===== src/core/bisc_pkg.sv =====
// Purpose: Shared constants and types for the battery isolator shutdown control
// Assumes: 40 MHz core clock; all timings held in seconds and converted here
// Notes:   Register offsets are byte addresses on a 32-bit APB slave
package bisc_pkg;

   localparam int unsigned CLK_HZ   = 40_000_000;

   // Timings in seconds
   localparam int unsigned MON_EN_S = 5;
   localparam int unsigned LV1_S    = 60;
   localparam int unsigned LV2_S    = 60;
   localparam int unsigned HOLD_S   = 10;

   // Cycle counts; the 60-second products exceed 2**31, so widen before multiplying
   localparam logic [31:0] MON_EN_CYC = 32'(64'(MON_EN_S) * 64'(CLK_HZ));
   localparam logic [31:0] LV1_CYC    = 32'(64'(LV1_S) * 64'(CLK_HZ));
   localparam logic [31:0] LV2_CYC    = 32'(64'(LV2_S) * 64'(CLK_HZ));
   localparam logic [31:0] HOLD_CYC   = 32'(64'(HOLD_S) * 64'(CLK_HZ));

   // Register map
   localparam logic [7:0] OFS_CTRL     = 8'h00;
   localparam logic [7:0] OFS_STATUS   = 8'h04;
   localparam logic [7:0] OFS_IRQ_STAT = 8'h08;
   localparam logic [7:0] OFS_IRQ_MASK = 8'h0c;

   // Control fields (write-only command pulses)
   localparam int unsigned CTRL_ON_BIT  = 0;
   localparam int unsigned CTRL_OFF_BIT = 1;

   // Interrupt events
   localparam int unsigned EVT_W       = 6;
   localparam int unsigned EV_OFF      = 0;
   localparam int unsigned EV_ESTOP    = 1;
   localparam int unsigned EV_LV1      = 2;
   localparam int unsigned EV_LV2      = 3;
   localparam int unsigned EV_HOLD_END = 4;
   localparam int unsigned EV_MON_EN   = 5;

   localparam logic [EVT_W-1:0] IRQ_MASK_RST = 6'h00;

   typedef enum logic [1:0] {
      BISC_OFF  = 2'b00,
      BISC_ON   = 2'b01,
      BISC_HOLD = 2'b11
   } bisc_state_e;

endpackage


===== src/core/bisc_irq.sv =====
// Purpose: Sticky event status, mask and one level interrupt
// Assumes: Write strobes are one-cycle pulses from the bus slave
// Notes:   A new event in the clear cycle survives the clear
module bisc_irq (
   // Clock and reset
   input  wire logic                      core_clk_i,
   input  wire logic                      nrst_i,
   // Events and software access
   input  wire logic [bisc_pkg::EVT_W-1:0] evt_i,
   input  wire logic                      clr_we_i,
   input  wire logic                      mask_we_i,
   input  wire logic [bisc_pkg::EVT_W-1:0] wdata_i,
   // Results
   output logic [bisc_pkg::EVT_W-1:0]     status_o,
   output logic [bisc_pkg::EVT_W-1:0]     mask_o,
   output logic                           irq_o
);
   import bisc_pkg::*;

   typedef struct packed {
      logic [EVT_W-1:0] status;
      logic [EVT_W-1:0] mask;
      logic             irq;
   } bisc_irq_s;

   bisc_irq_s irq_reg;
   bisc_irq_s irq_next;

   always_comb begin
      irq_next = irq_reg;
      // Set beats clear
      irq_next.status = (irq_reg.status & ~(clr_we_i ? wdata_i : '0)) | evt_i;
      if (mask_we_i) begin
         irq_next.mask = wdata_i;
      end
      irq_next.irq = |(irq_next.status & irq_next.mask);
   end

   always_ff @(posedge core_clk_i or negedge nrst_i) begin
      if (!nrst_i) begin
         irq_reg <= '{status: '0, mask: IRQ_MASK_RST, irq: 1'b0};
      end else begin
         irq_reg <= irq_next;
      end
   end

   assign status_o = irq_reg.status;
   assign mask_o   = irq_reg.mask;
   assign irq_o    = irq_reg.irq;

endmodule // bisc_irq


===== src/core/bisc_persist_timer.sv =====
// Purpose: Expires once its input level has been held for LIMIT cycles
// Assumes: LIMIT of at least one
// Notes:   Any drop of the input restarts the count from zero
module bisc_persist_timer #(
   parameter logic [31:0] LIMIT = 32'h1
) (
   // Clock and reset
   input  wire logic core_clk_i,
   input  wire logic nrst_i,
   // Level and result
   input  wire logic level_i,
   output logic      expired_o
);
   import bisc_pkg::*;

   typedef struct packed {
      logic [31:0] cnt;
      logic        expired;
   } bisc_tmr_s;

   bisc_tmr_s tmr_reg;
   bisc_tmr_s tmr_next;

   always_comb begin
      tmr_next = tmr_reg;
      if (!level_i) begin
         tmr_next.cnt     = 32'h0;
         tmr_next.expired = 1'b0;
      end else if (tmr_reg.cnt >= LIMIT - 32'h1) begin
         tmr_next.expired = 1'b1;
      end else begin
         tmr_next.cnt = tmr_reg.cnt + 32'h1;
      end
   end

   always_ff @(posedge core_clk_i or negedge nrst_i) begin
      if (!nrst_i) begin
         tmr_reg <= '0;
      end else begin
         tmr_reg <= tmr_next;
      end
   end

   assign expired_o = tmr_reg.expired;
endmodule // bisc_persist_timer


===== src/core/bisc_top.sv =====
// Purpose: Switch-on/off decisions, low-voltage trips and delayed
//          engine-controller supply hold for a battery isolation switch
// Assumes: All inputs synchronous to core_clk_i and already debounced
// Notes:   Registers over APB; one wait state on every transfer
//
// Contract
// An off request from any switch wins over a simultaneous on request.
// After switch-off, turn-on is refused while a remote switch reads on.
// The remote input never closes the contacts, it only requests off.
// Emergency input low opens the contacts and drops the hold at once.
// Monitoring is enabled only after both buttons are held five seconds.
// Monitoring enable is kept until power loss and starts disabled.
// With monitoring on, one minute below the first threshold switches off.
// An inhibit input tied to supply suppresses the monitored trip for good.
// An inhibit input on ignition suppresses the monitored trip while high.
// Sixty seconds below the second threshold always switches off.
// After a normal switch-off the hold outputs stay on ten seconds.
// Positive and negative hold outputs follow the same timing.
// The test button drives a test request to the roll-over module.
// Each low-voltage timer restarts when its indication clears early.
module bisc_top #(
   parameter logic [31:0] MON_EN_CYC = bisc_pkg::MON_EN_CYC,
   parameter logic [31:0] LV1_CYC    = bisc_pkg::LV1_CYC,
   parameter logic [31:0] LV2_CYC    = bisc_pkg::LV2_CYC,
   parameter logic [31:0] HOLD_CYC   = bisc_pkg::HOLD_CYC
) (
   // Clock and reset
   input  wire logic        core_clk_i,
   input  wire logic        nrst_i,
   // APB slave
   input  wire logic        psel_i,
   input  wire logic        penable_i,
   input  wire logic        pwrite_i,
   input  wire logic [7:0]  paddr_i,
   input  wire logic [31:0] pwdata_i,
   input  wire logic [3:0]  pstrb_i,
   output logic [31:0]      prdata_o,
   output logic             pready_o,
   output logic             pslverr_o,
   // Panel buttons
   input  wire logic        btn_on_i,
   input  wire logic        btn_off_i,
   input  wire logic        btn_test_i,
   // Remote switches and emergency input
   input  wire logic        ext_off_i,
   input  wire logic        ext_on_i,
   input  wire logic        estop_n_i,
   // Voltage comparators and monitoring inhibit
   input  wire logic        lv1_below_i,
   input  wire logic        lv2_below_i,
   input  wire logic        mon_inhibit_i,
   // Outputs to the switch, relays and roll-over module, and interrupt
   output logic             contacts_close_o,
   output logic             engine_controller_hold_output_pos_o,
   output logic             engine_controller_hold_output_neg_o,
   output logic             rollover_test_o,
   output logic             irq_o
);
   import bisc_pkg::*;

   typedef struct packed {
      bisc_state_e state;
      logic        contacts;
      logic        hold;
      logic        test;
      logic        mon_en;
      logic        btn_on_d;
      logic        sw_on;
      logic        sw_off;
      logic        pready;
      logic        pslverr;
      logic [31:0] prdata;
   } bisc_core_s;

   bisc_core_s core_reg;
   bisc_core_s core_next;

   logic             both_held;
   logic             mon_exp;
   logic             lv1_exp;
   logic             lv2_exp;
   logic             hold_exp;
   logic             acc;
   logic             wr_ok;
   logic             on_req;
   logic             man_off;
   logic             lv1_trip;
   logic             lv2_trip;
   logic             on_allowed;
   logic [EVT_W-1:0] evt;
   logic [EVT_W-1:0] irq_status;
   logic [EVT_W-1:0] irq_mask;
   logic             irq_w;

   function automatic logic addr_mapped(input logic [7:0] a);
      return a == OFS_CTRL || a == OFS_STATUS || a == OFS_IRQ_STAT || a == OFS_IRQ_MASK;
   endfunction

   function automatic logic feeds_hold(input bisc_state_e st);
      return st != BISC_OFF;
   endfunction

   // Timers
   assign both_held = btn_on_i & btn_off_i;

   bisc_persist_timer #(.LIMIT(MON_EN_CYC)) u_mon_tmr (
      .core_clk_i (core_clk_i),
      .nrst_i     (nrst_i),
      .level_i    (both_held),
      .expired_o  (mon_exp)
   );

   bisc_persist_timer #(.LIMIT(LV1_CYC)) u_lv1_tmr (
      .core_clk_i (core_clk_i),
      .nrst_i     (nrst_i),
      .level_i    (lv1_below_i),
      .expired_o  (lv1_exp)
   );

   bisc_persist_timer #(.LIMIT(LV2_CYC)) u_lv2_tmr (
      .core_clk_i (core_clk_i),
      .nrst_i     (nrst_i),
      .level_i    (lv2_below_i),
      .expired_o  (lv2_exp)
   );

   bisc_persist_timer #(.LIMIT(HOLD_CYC)) u_hold_tmr (
      .core_clk_i (core_clk_i),
      .nrst_i     (nrst_i),
      .level_i    (core_reg.state == BISC_HOLD),
      .expired_o  (hold_exp)
   );

   // Bus qualifiers: a write lands only on the edge that sees pready high
   assign acc   = psel_i & penable_i & core_reg.pready;
   assign wr_ok = acc & pwrite_i & pstrb_i[0];

   // Requests
   assign on_req     = (btn_on_i & ~core_reg.btn_on_d) | core_reg.sw_on;
   assign man_off    = btn_off_i | ext_off_i | core_reg.sw_off;
   assign lv1_trip   = lv1_exp & core_reg.mon_en & ~mon_inhibit_i;
   assign lv2_trip   = lv2_exp;
   assign on_allowed = on_req & ~man_off & ~ext_on_i;

   always_comb begin
      core_next          = core_reg;
      core_next.btn_on_d = btn_on_i;
      core_next.sw_on    = 1'b0;
      core_next.sw_off   = 1'b0;
      core_next.test     = btn_test_i;
      core_next.mon_en   = core_reg.mon_en | mon_exp;

      // State
      if (!estop_n_i) begin
         core_next.state = BISC_OFF;
      end else begin
         case (core_reg.state)
            BISC_OFF: begin
               if (on_allowed) begin
                  core_next.state = BISC_ON;
               end
            end
            BISC_ON: begin
               if (man_off | lv1_trip | lv2_trip) begin
                  core_next.state = BISC_HOLD;
               end
            end
            BISC_HOLD: begin
               if (hold_exp) begin
                  core_next.state = BISC_OFF;
               end else if (on_allowed) begin
                  core_next.state = BISC_ON;
               end
            end
            default: begin
               core_next.state = BISC_OFF;
            end
         endcase
      end
      core_next.contacts = core_next.state == BISC_ON;
      core_next.hold     = feeds_hold(core_next.state);

      // APB: one wait state, then data and pready together
      core_next.pready = psel_i & penable_i & ~core_reg.pready;
      if (core_next.pready) begin
         core_next.pslverr = ~addr_mapped(paddr_i);
         case (paddr_i)
            OFS_STATUS: begin
               core_next.prdata = {24'h0, lv2_exp, lv1_exp, mon_inhibit_i,
                                   core_reg.mon_en, core_reg.hold,
                                   core_reg.contacts, core_reg.state};
            end
            OFS_IRQ_STAT: begin
               core_next.prdata = {26'h0, irq_status};
            end
            OFS_IRQ_MASK: begin
               core_next.prdata = {26'h0, irq_mask};
            end
            default: begin
               core_next.prdata = 32'h0;
            end
         endcase
      end
      if (wr_ok && paddr_i == OFS_CTRL) begin
         core_next.sw_on  = pwdata_i[CTRL_ON_BIT];
         core_next.sw_off = pwdata_i[CTRL_OFF_BIT];
      end
   end

   always_ff @(posedge core_clk_i or negedge nrst_i) begin
      if (!nrst_i) begin
         core_reg <= '0;
      end else begin
         core_reg <= core_next;
      end
   end

   // Events
   always_comb begin
      evt              = '0;
      evt[EV_OFF]      = core_reg.state == BISC_ON && core_next.state == BISC_HOLD;
      evt[EV_ESTOP]    = ~estop_n_i & (core_reg.state != BISC_OFF);
      evt[EV_LV1]      = lv1_trip & (core_reg.state == BISC_ON);
      evt[EV_LV2]      = lv2_trip & (core_reg.state == BISC_ON);
      evt[EV_HOLD_END] = hold_exp & estop_n_i & (core_reg.state == BISC_HOLD);
      evt[EV_MON_EN]   = mon_exp & ~core_reg.mon_en;
   end

   bisc_irq u_irq (
      .core_clk_i (core_clk_i),
      .nrst_i     (nrst_i),
      .evt_i      (evt),
      .clr_we_i   (wr_ok && paddr_i == OFS_IRQ_STAT),
      .mask_we_i  (wr_ok && paddr_i == OFS_IRQ_MASK),
      .wdata_i    (pwdata_i[EVT_W-1:0]),
      .status_o   (irq_status),
      .mask_o     (irq_mask),
      .irq_o      (irq_w)
   );

   assign prdata_o                            = core_reg.prdata;
   assign pready_o                            = core_reg.pready;
   assign pslverr_o                           = core_reg.pslverr;
   assign contacts_close_o                    = core_reg.contacts;
   assign engine_controller_hold_output_pos_o = core_reg.hold;
   assign engine_controller_hold_output_neg_o = core_reg.hold;
   assign rollover_test_o                     = core_reg.test;
   assign irq_o                               = irq_w;
endmodule // bisc_top


===== config.mk =====
export PLATFORM = sky130hd
export DESIGN_NAME = bisc_top
export DESIGN_NICKNAME = d
export VERILOG_FILES = /design/src/core/bisc_pkg.sv /design/src/core/bisc_irq.sv /design/src/core/bisc_persist_timer.sv /design/src/core/bisc_top.sv
export SDC_FILE = /design/constraint.sdc
export NUM_CORES = 1
export LEC_CHECK = 0
export ABC_AREA = 1
export BUFFER_PORTS_ARGS = -buffer_cell sky130_fd_sc_hd__buf_4
export CAP_MARGIN = 20
export CELL_PAD_IN_SITES_DETAIL_PLACEMENT = 1
export CELL_PAD_IN_SITES_GLOBAL_PLACEMENT = 1
export CORE_MARGIN = 2
export CORE_UTILIZATION = 48
export CTS_BUF_LIST = sky130_fd_sc_hd__clkbuf_8
export CTS_CLUSTER_SIZE = 25
export DETAILED_ROUTE_END_ITERATION = 10
export GPL_ROUTABILITY_DRIVEN = 0
export GPL_TIMING_DRIVEN = 0
export PLACE_DENSITY = 0.91
export RECOVER_POWER = 50
export SLEW_MARGIN = 40
export SYNTH_ARGS = -nofsm -noshare
export SYNTH_HDL_FRONTEND = slang
export SYNTH_SLANG_ARGS = --single-unit

===== constraint.sdc =====
create_clock -name core_clk_i -period 2.85 [get_ports core_clk_i]
set_input_delay 0.57 -clock core_clk_i [delete_from_list [all_inputs] [get_ports core_clk_i]]
set_output_delay 0.57 -clock core_clk_i [all_outputs]
set_load 0.01 [all_outputs]

==> impl_metrics.env, run 1 <==
export IMPL_outcome="finished, violations left"
export IMPL_violations="max-capacitance violations, max-slew violations"
export IMPL_power_per_cell_area_mw_per_mm2=351
export IMPL_reg2reg_to="u_hold_tmr.tmr_reg[27]"
export IMPL_slowest_stage="dlymetal6s4s_1"
export IMPL_path_cells="dlygate4sd3_1, dlymetal6s4s_1, buf_16"
export IMPL_grt_max_degree=73
export IMPL_slew_headroom_pct=-15.0
export IMPL_antenna_cells=0
export IMPL_clkSinkCount=164
export IMPL_cts_buffers=17
export IMPL_setup_viol=0
export IMPL_h_tree_depth=4
export IMPL_vias=11200
export IMPL_yosys_register_bits=164
export IMPL_post_cts_buffers=0
export IMPL_hpwl_mm=26.4
export IMPL_cp_end_kind="asynchronous set/reset pin"
export IMPL_core_area_sq_mm=0.0226
export IMPL_finalHoldViolCount=0
export IMPL_p_sw_uw=1210
export IMPL_drt_met1_wl_mm=15.4
export IMPL_synthTopCellsByArea="dfrtp_1, nand2_1, nor2_1, nand3_1, inv_1"
export IMPL_syn_area_sq_mm=0.0110
export IMPL_startpoint_type="input pin"
export IMPL_critPathTopFamily="buffers and inverters"
export IMPL_worstPathRequired_ns=3.48
export IMPL_startpoint="nrst_i"
export IMPL_synth_top_area_share_pct=37.2
export IMPL_die_w_um=156
export IMPL_syn_avg_cell_area_sq_um=6.56
export IMPL_fmax_ghz=0.441
export IMPL_share_comb_of_total_power_pct=6.0
export IMPL_synth_distinct_cells=40
export IMPL_clkPwrFrac_pct=38.9
export IMPL_yosysMostFrequentCell="nand2_1"
export IMPL_timing_reg2reg_setup_slack_ns=0.63
export IMPL_power_uw=4290
export IMPL_cts_tree="done"
export IMPL_reg2reg_from="u_hold_tmr.tmr_reg[1]"
export IMPL_clk_pin_slew_ns=0.10
export IMPL_area_growth_pct=10.8
export IMPL_wl_met3_um=984
export IMPL_synthFlopType="dfrtp_1"
export IMPL_first_pass_iters=5
export IMPL_fp_dieH_um=156
export IMPL_yosysSeqAreaShare_pct=37.2
export IMPL_rsz0062_at_grt="false"
export IMPL_fin_setup_tns_ns=0
export IMPL_swShare_pct=28.2
export IMPL_whs_ns=0.211
export IMPL_drive_above_1_share_pct=10.2
export IMPL_hold_path_class="in -> reg"
export IMPL_cts_buffer_depth=2
export IMPL_port_buffer_count=41
export IMPL_cp_num_cells=3
export IMPL_rr_worst_depth=14
export IMPL_antenna_found_initial=0
export IMPL_p_int_uw=3080
export IMPL_routed_wl_mm=35.0
export IMPL_final_nets=1832
export IMPL_synth_area_leader_cell="dfrtp_1"
export IMPL_post_route_drc_count=0
export IMPL_start_util_pct=48.8
export IMPL_grtUsageTotal_pct=29.8
export IMPL_finalCritPeriodShare_pct=79.5
export IMPL_pwr_share_seq_pct=55.1
export IMPL_path_class="in -> async"
export IMPL_io_pins=97
export IMPL_yosys_warnings=0
export IMPL_first_global_vias=11900
export IMPL_fin_skew_ns=0.0150
export IMPL_cts_root_buffer="clkbuf_8"
export IMPL_finalMaxSlewViolations=32
export IMPL_drt_initial_drc_count=613
export IMPL_pre_cts_ws_ns=0.521
export IMPL_rows=55
export IMPL_wl_per_cell_um=16.9
export IMPL_worst_path_buf_inv=3
export IMPL_async_flop_share_pct=100
export IMPL_grt_pass1_wl_mm=58.2
export IMPL_max_vdd_ir_drop_mv=0.188
export IMPL_slowest_delay_ns=1.34
export IMPL_cp_endpoint="u_lv2_tmr.tmr_reg[24]"
export IMPL_top_layer_used="met4"
export IMPL_crit_arrival_ns=2.90
export IMPL_fin_ws_ns=0.583
export IMPL_period_minus_slack_ns=2.27
export IMPL_min_path_cells=1
export IMPL_antenna_left=0
export IMPL_syn_inst=1684
export IMPL_synth_edf_count=0
export IMPL_worstPathMaxFanout=72
export IMPL_routed_via_density=5.40
export IMPL_insertion_delay_ns=0.48
export IMPL_final_core_utilization_pct=54.0
export IMPL_ys_top_cells_by_count="nand2_1, nor2_1, nand3_1"
export IMPL_wl_met2_mm=17.8
export IMPL_power_static_leakage_uw=0.00569
export IMPL_gr_total_overflow=0
export IMPL_cap_violations=1
export IMPL_fillers=3126
export IMPL_die_area_sq_mm=0.0242
export IMPL_worst_pin_slew_ns=1.72
-- per-layer routing --
metal	global-route usage, %	up-vias
met4	9.79	0
met1	36.5	5462
li1	-	5417
met3	3.86	66
met2	54.1	215
met5	0	-
-- cell type report --
cell class                 instances  area [sq um]  area share (%)
multi-input combinational       1320          5970            48.8
sequential                       164          4100            33.6
inverter                         143           538            4.40
buffer                            80           518            4.24
timing repair buffer              44           374            3.06
tap                              285           357            2.92
clock buffer                      18           248            2.03
clock inverter                    14           123            1.00
-- power groups by stage --
stage,combinational (uW),clock (uW),sequential [uW]
final,258,1670,2370
after global routing,286,1780,2370
after CTS,261,1690,2370
after detailed placement,259,0,2410
after global placement,241,0,2410
after floorplan,119,0,2410
-- cell families (layout without fill, tap and decap cells) --
family	Yosys count	in the layout	share of synthesized area, %
AOI/OAI and AO/OA	58	58	3.18
xor gates and xnor gates	60	60	4.76
adders and majority gates	4	4	0.453
buffers and inverters	223	299	9.57
DFF	164	164	37.2
other	1	24	0.0340
and+or+nand+nor	1174	1174	44.8
-- repair_timing --
| item | 4_1_cts | 5_1_grt |
|---|---|---|
| hold endpoints to repair | 31 | 0 |
| hold buffers | 1 | 0 |
| gates resized for setup | 0 | 0 |
-- placed cells by master, fill, tap and decap left out, types with 11 or more instances in the layout --
master / n
nor2_1: 286
xnor2_1: 13
clkbuf_1: 22
dfrtp_1: 164
nand4_1: 34
nor3_1: 43
a21oi_1: 11
conb_1: 24
clkbuf_8: 18
o21ai_0: 24
nand2_1: 586
nand3_1: 187
xor2_1: 47
inv_1: 133
buf_4: 76
-- worst min path at each step --
stage | startpoint | to
after floorplan | nrst_i | contacts_close_o
after CTS | btn_test_i | rollover_test_o
after global routing | btn_test_i | rollover_test_o
after global placement | u_mon_tmr.tmr_reg[31] | u_mon_tmr.tmr_reg[31]
after detailed placement | nrst_i | u_lv1_tmr.tmr_reg[9]
final | btn_test_i | rollover_test_o
-- per-stage QoR --
step	std cells	cell area, sq um
finish	2068	12200
global placement	2033	11800
CTS	2068	12200
floorplan	1707	11100
global route	2068	12200
detailed placement	2035	11900
No activity file was read; power rests on OpenSTA's default activity.
==> inputs of run 2 (changes only) <==
--- a/config.mk
+++ b/config.mk
@@ -11,13 +11,13 @@
 export CELL_PAD_IN_SITES_DETAIL_PLACEMENT = 1
 export CELL_PAD_IN_SITES_GLOBAL_PLACEMENT = 1
 export CORE_MARGIN = 2
-export CORE_UTILIZATION = 48
+export CORE_UTILIZATION = 44
 export CTS_BUF_LIST = sky130_fd_sc_hd__clkbuf_8
 export CTS_CLUSTER_SIZE = 25
 export DETAILED_ROUTE_END_ITERATION = 10
 export GPL_ROUTABILITY_DRIVEN = 0
 export GPL_TIMING_DRIVEN = 0
-export PLACE_DENSITY = 0.91
+export PLACE_DENSITY = 0.84
 export RECOVER_POWER = 50
 export SLEW_MARGIN = 40
 export SYNTH_ARGS = -nofsm -noshare
==> constraint.sdc (replaced) <==
create_clock -name core_clk_i -period 2.1 [get_ports core_clk_i]
set_input_delay 0.42 -clock core_clk_i [delete_from_list [all_inputs] [get_ports core_clk_i]]
set_output_delay 0.42 -clock core_clk_i [all_outputs]
set_load 0.01 [all_outputs]
==> impl_metrics.env, run 2 (synthesis gave the netlist of run 1 again) <==
export IMPL_final_core_utilization_pct=51.1
export IMPL_post_route_drc_count=0
export IMPL_multiInputGateArea_sq_mm=0.00604
export IMPL_gr_total_overflow=0
export IMPL_dpl_cell_area_sq_mm=0.0119
export IMPL_die_area_sq_mm=0.0264
export IMPL_routed_via_density=5.26
export IMPL_crit_arrival_ns=2.35
export IMPL_layout_common_cells="nand2_1, nor2_1, nand3_1"
export IMPL_finalCritPeriodShare_pct=95.2
export IMPL_layout_commonest_cell="nand2_1"
export IMPL_power_static_leakage_uw=0.00575
export IMPL_fmax_ghz=0.500
export IMPL_area_growth_pct=13.2
export IMPL_antenna_left=0
export IMPL_whs_ns=0.0778
export IMPL_antenna_found_initial=0
export IMPL_drive_above_1_share_pct=11.2
export IMPL_grt_max_degree=71
export IMPL_period_minus_slack_ns=2.00
export IMPL_fin_cells=2110
export IMPL_core_area_sq_mm=0.0245
export IMPL_first_global_vias=11800
export IMPL_cts_tree="done"
export IMPL_fp_dieH_um=162
export IMPL_dp_cells=2074
export IMPL_drt_initial_drc_count=624
export IMPL_worst_pin_slew_ns=1.16
export IMPL_max_vdd_ir_drop_mv=0.358
export IMPL_final_nets=1835
export IMPL_path_class="reg -> reg"
export IMPL_finalMaxSlewViolations=0
export IMPL_antenna_cells=0
export IMPL_clk_pin_slew_ns=0.11
export IMPL_startpoint_type="flop"
export IMPL_fin_skew_ns=0.0220
export IMPL_seq_area_sq_mm=0.00411
export IMPL_power_per_cell_area_mw_per_mm2=523
export IMPL_clkSinkCount=164
export IMPL_routed_wl_mm=34.6
export IMPL_setup_viol=0
export IMPL_port_buffer_count=41
export IMPL_final_area_sq_mm=0.0125
export IMPL_io_pins=97
export IMPL_rows=57
export IMPL_worstPathMaxFanout=10
export IMPL_first_pass_iters=7
export IMPL_insertion_delay_ns=0.48
export IMPL_start_util_pct=45.1
export IMPL_vias=11100
export IMPL_hpwl_mm=26.3
export IMPL_hold_path_class="in -> reg"
export IMPL_outcome="completed"
export IMPL_cts_buffer_depth=2
export IMPL_h_tree_depth=4
export IMPL_cap_violations=0
export IMPL_grtUsageTotal_pct=27.1
export IMPL_pre_cts_ws_ns=-0.0972
export IMPL_cts_root_buffer="clkbuf_8"
export IMPL_grt_pass1_wl_mm=57.6
export IMPL_finalHoldViolCount=0
export IMPL_cts_buffers=17
export IMPL_die_w_um=162
export IMPL_cp_end_kind="flop"
export IMPL_fin_ws_ns=0.0999
export IMPL_wl_per_cell_um=16.4
export IMPL_fillers=3338
export IMPL_worstPathRequired_ns=2.45
export IMPL_slew_headroom_pct=22.4
run 2: cell type report:
type / count / share of cell area (%)
well taps: 324 / 3.24
inverters: 143 / 4.30
multi-input cells: 1320 / 48.3
plain buffers: 80 / 4.14
clock inverters: 15 / 2.09
repair buffers: 47 / 3.11
clock buffers: 17 / 1.87
flip-flops and latches: 164 / 32.9
run 2: final timing paths:
path,start,endpoint,slack (ns),cells after the start
max in group asynchronous,nrst_i,u_mon_tmr.tmr_reg[15],0.45,3
worst max register to register,u_hold_tmr.tmr_reg[1],u_hold_tmr.tmr_reg[7],0.1,14
worst max-delay path,u_hold_tmr.tmr_reg[1],u_hold_tmr.tmr_reg[7],0.1,14
min in group asynchronous,nrst_i,u_lv1_tmr.tmr_reg[11],0.70,2
worst min-delay path,btn_test_i,rollover_test_o,0.08,1
worst min register to register,u_hold_tmr.tmr_reg[32],u_hold_tmr.tmr_reg[32],0.49,2
run 2: worst max-delay path: stages, from the launching register on:
cell	delay (ns)
dfrtp_2	0.45
ha_4	0.19
nand3_2	0.13
inv_2	0.09
nand2_2	0.08
inv_2	0.08
nand2_1	0.05
nand2_1	0.11
nand2_2	0.08
nand2_4	0.12
nand2_2	0.07
buf_6	0.14
buf_6	0.14
nand2_1	0.06
nand2_1	0.06
run 2: metrics by stage:
stage	setup TNS [ns]	total power, uW
after floorplan	0	3430
after global placement	-69.46	3600
after detailed placement	-2.50	3630
after CTS	0	6570
after global routing	-0.00208	6750
final	0	6540
run 2: routing by layer:
layer	track usage, %	wire length, um
met1	33.2	15300
met2	49.7	17600
met3	3.21	957
met4	8.57	823
met5	0	0
run 2: power by group:
part / total, uW / switching, uW / internal, uW / leakage (uW)
Clock: 2970 / 1320 / 1650 / 0.000253
Combinational: 353 / 234 / 119 / 0.00325
Sequential: 3220 / 32.4 / 3180 / 0.00225
run 2: what timing repair did:
item,CTS,global route
hold buffers,1,0
buffers inserted,0,3
gates resized for setup,8,13
setup endpoints to repair,67,86
gates cloned,0,0
pin swaps,0,1
endpoints found under the hold margin,35,0
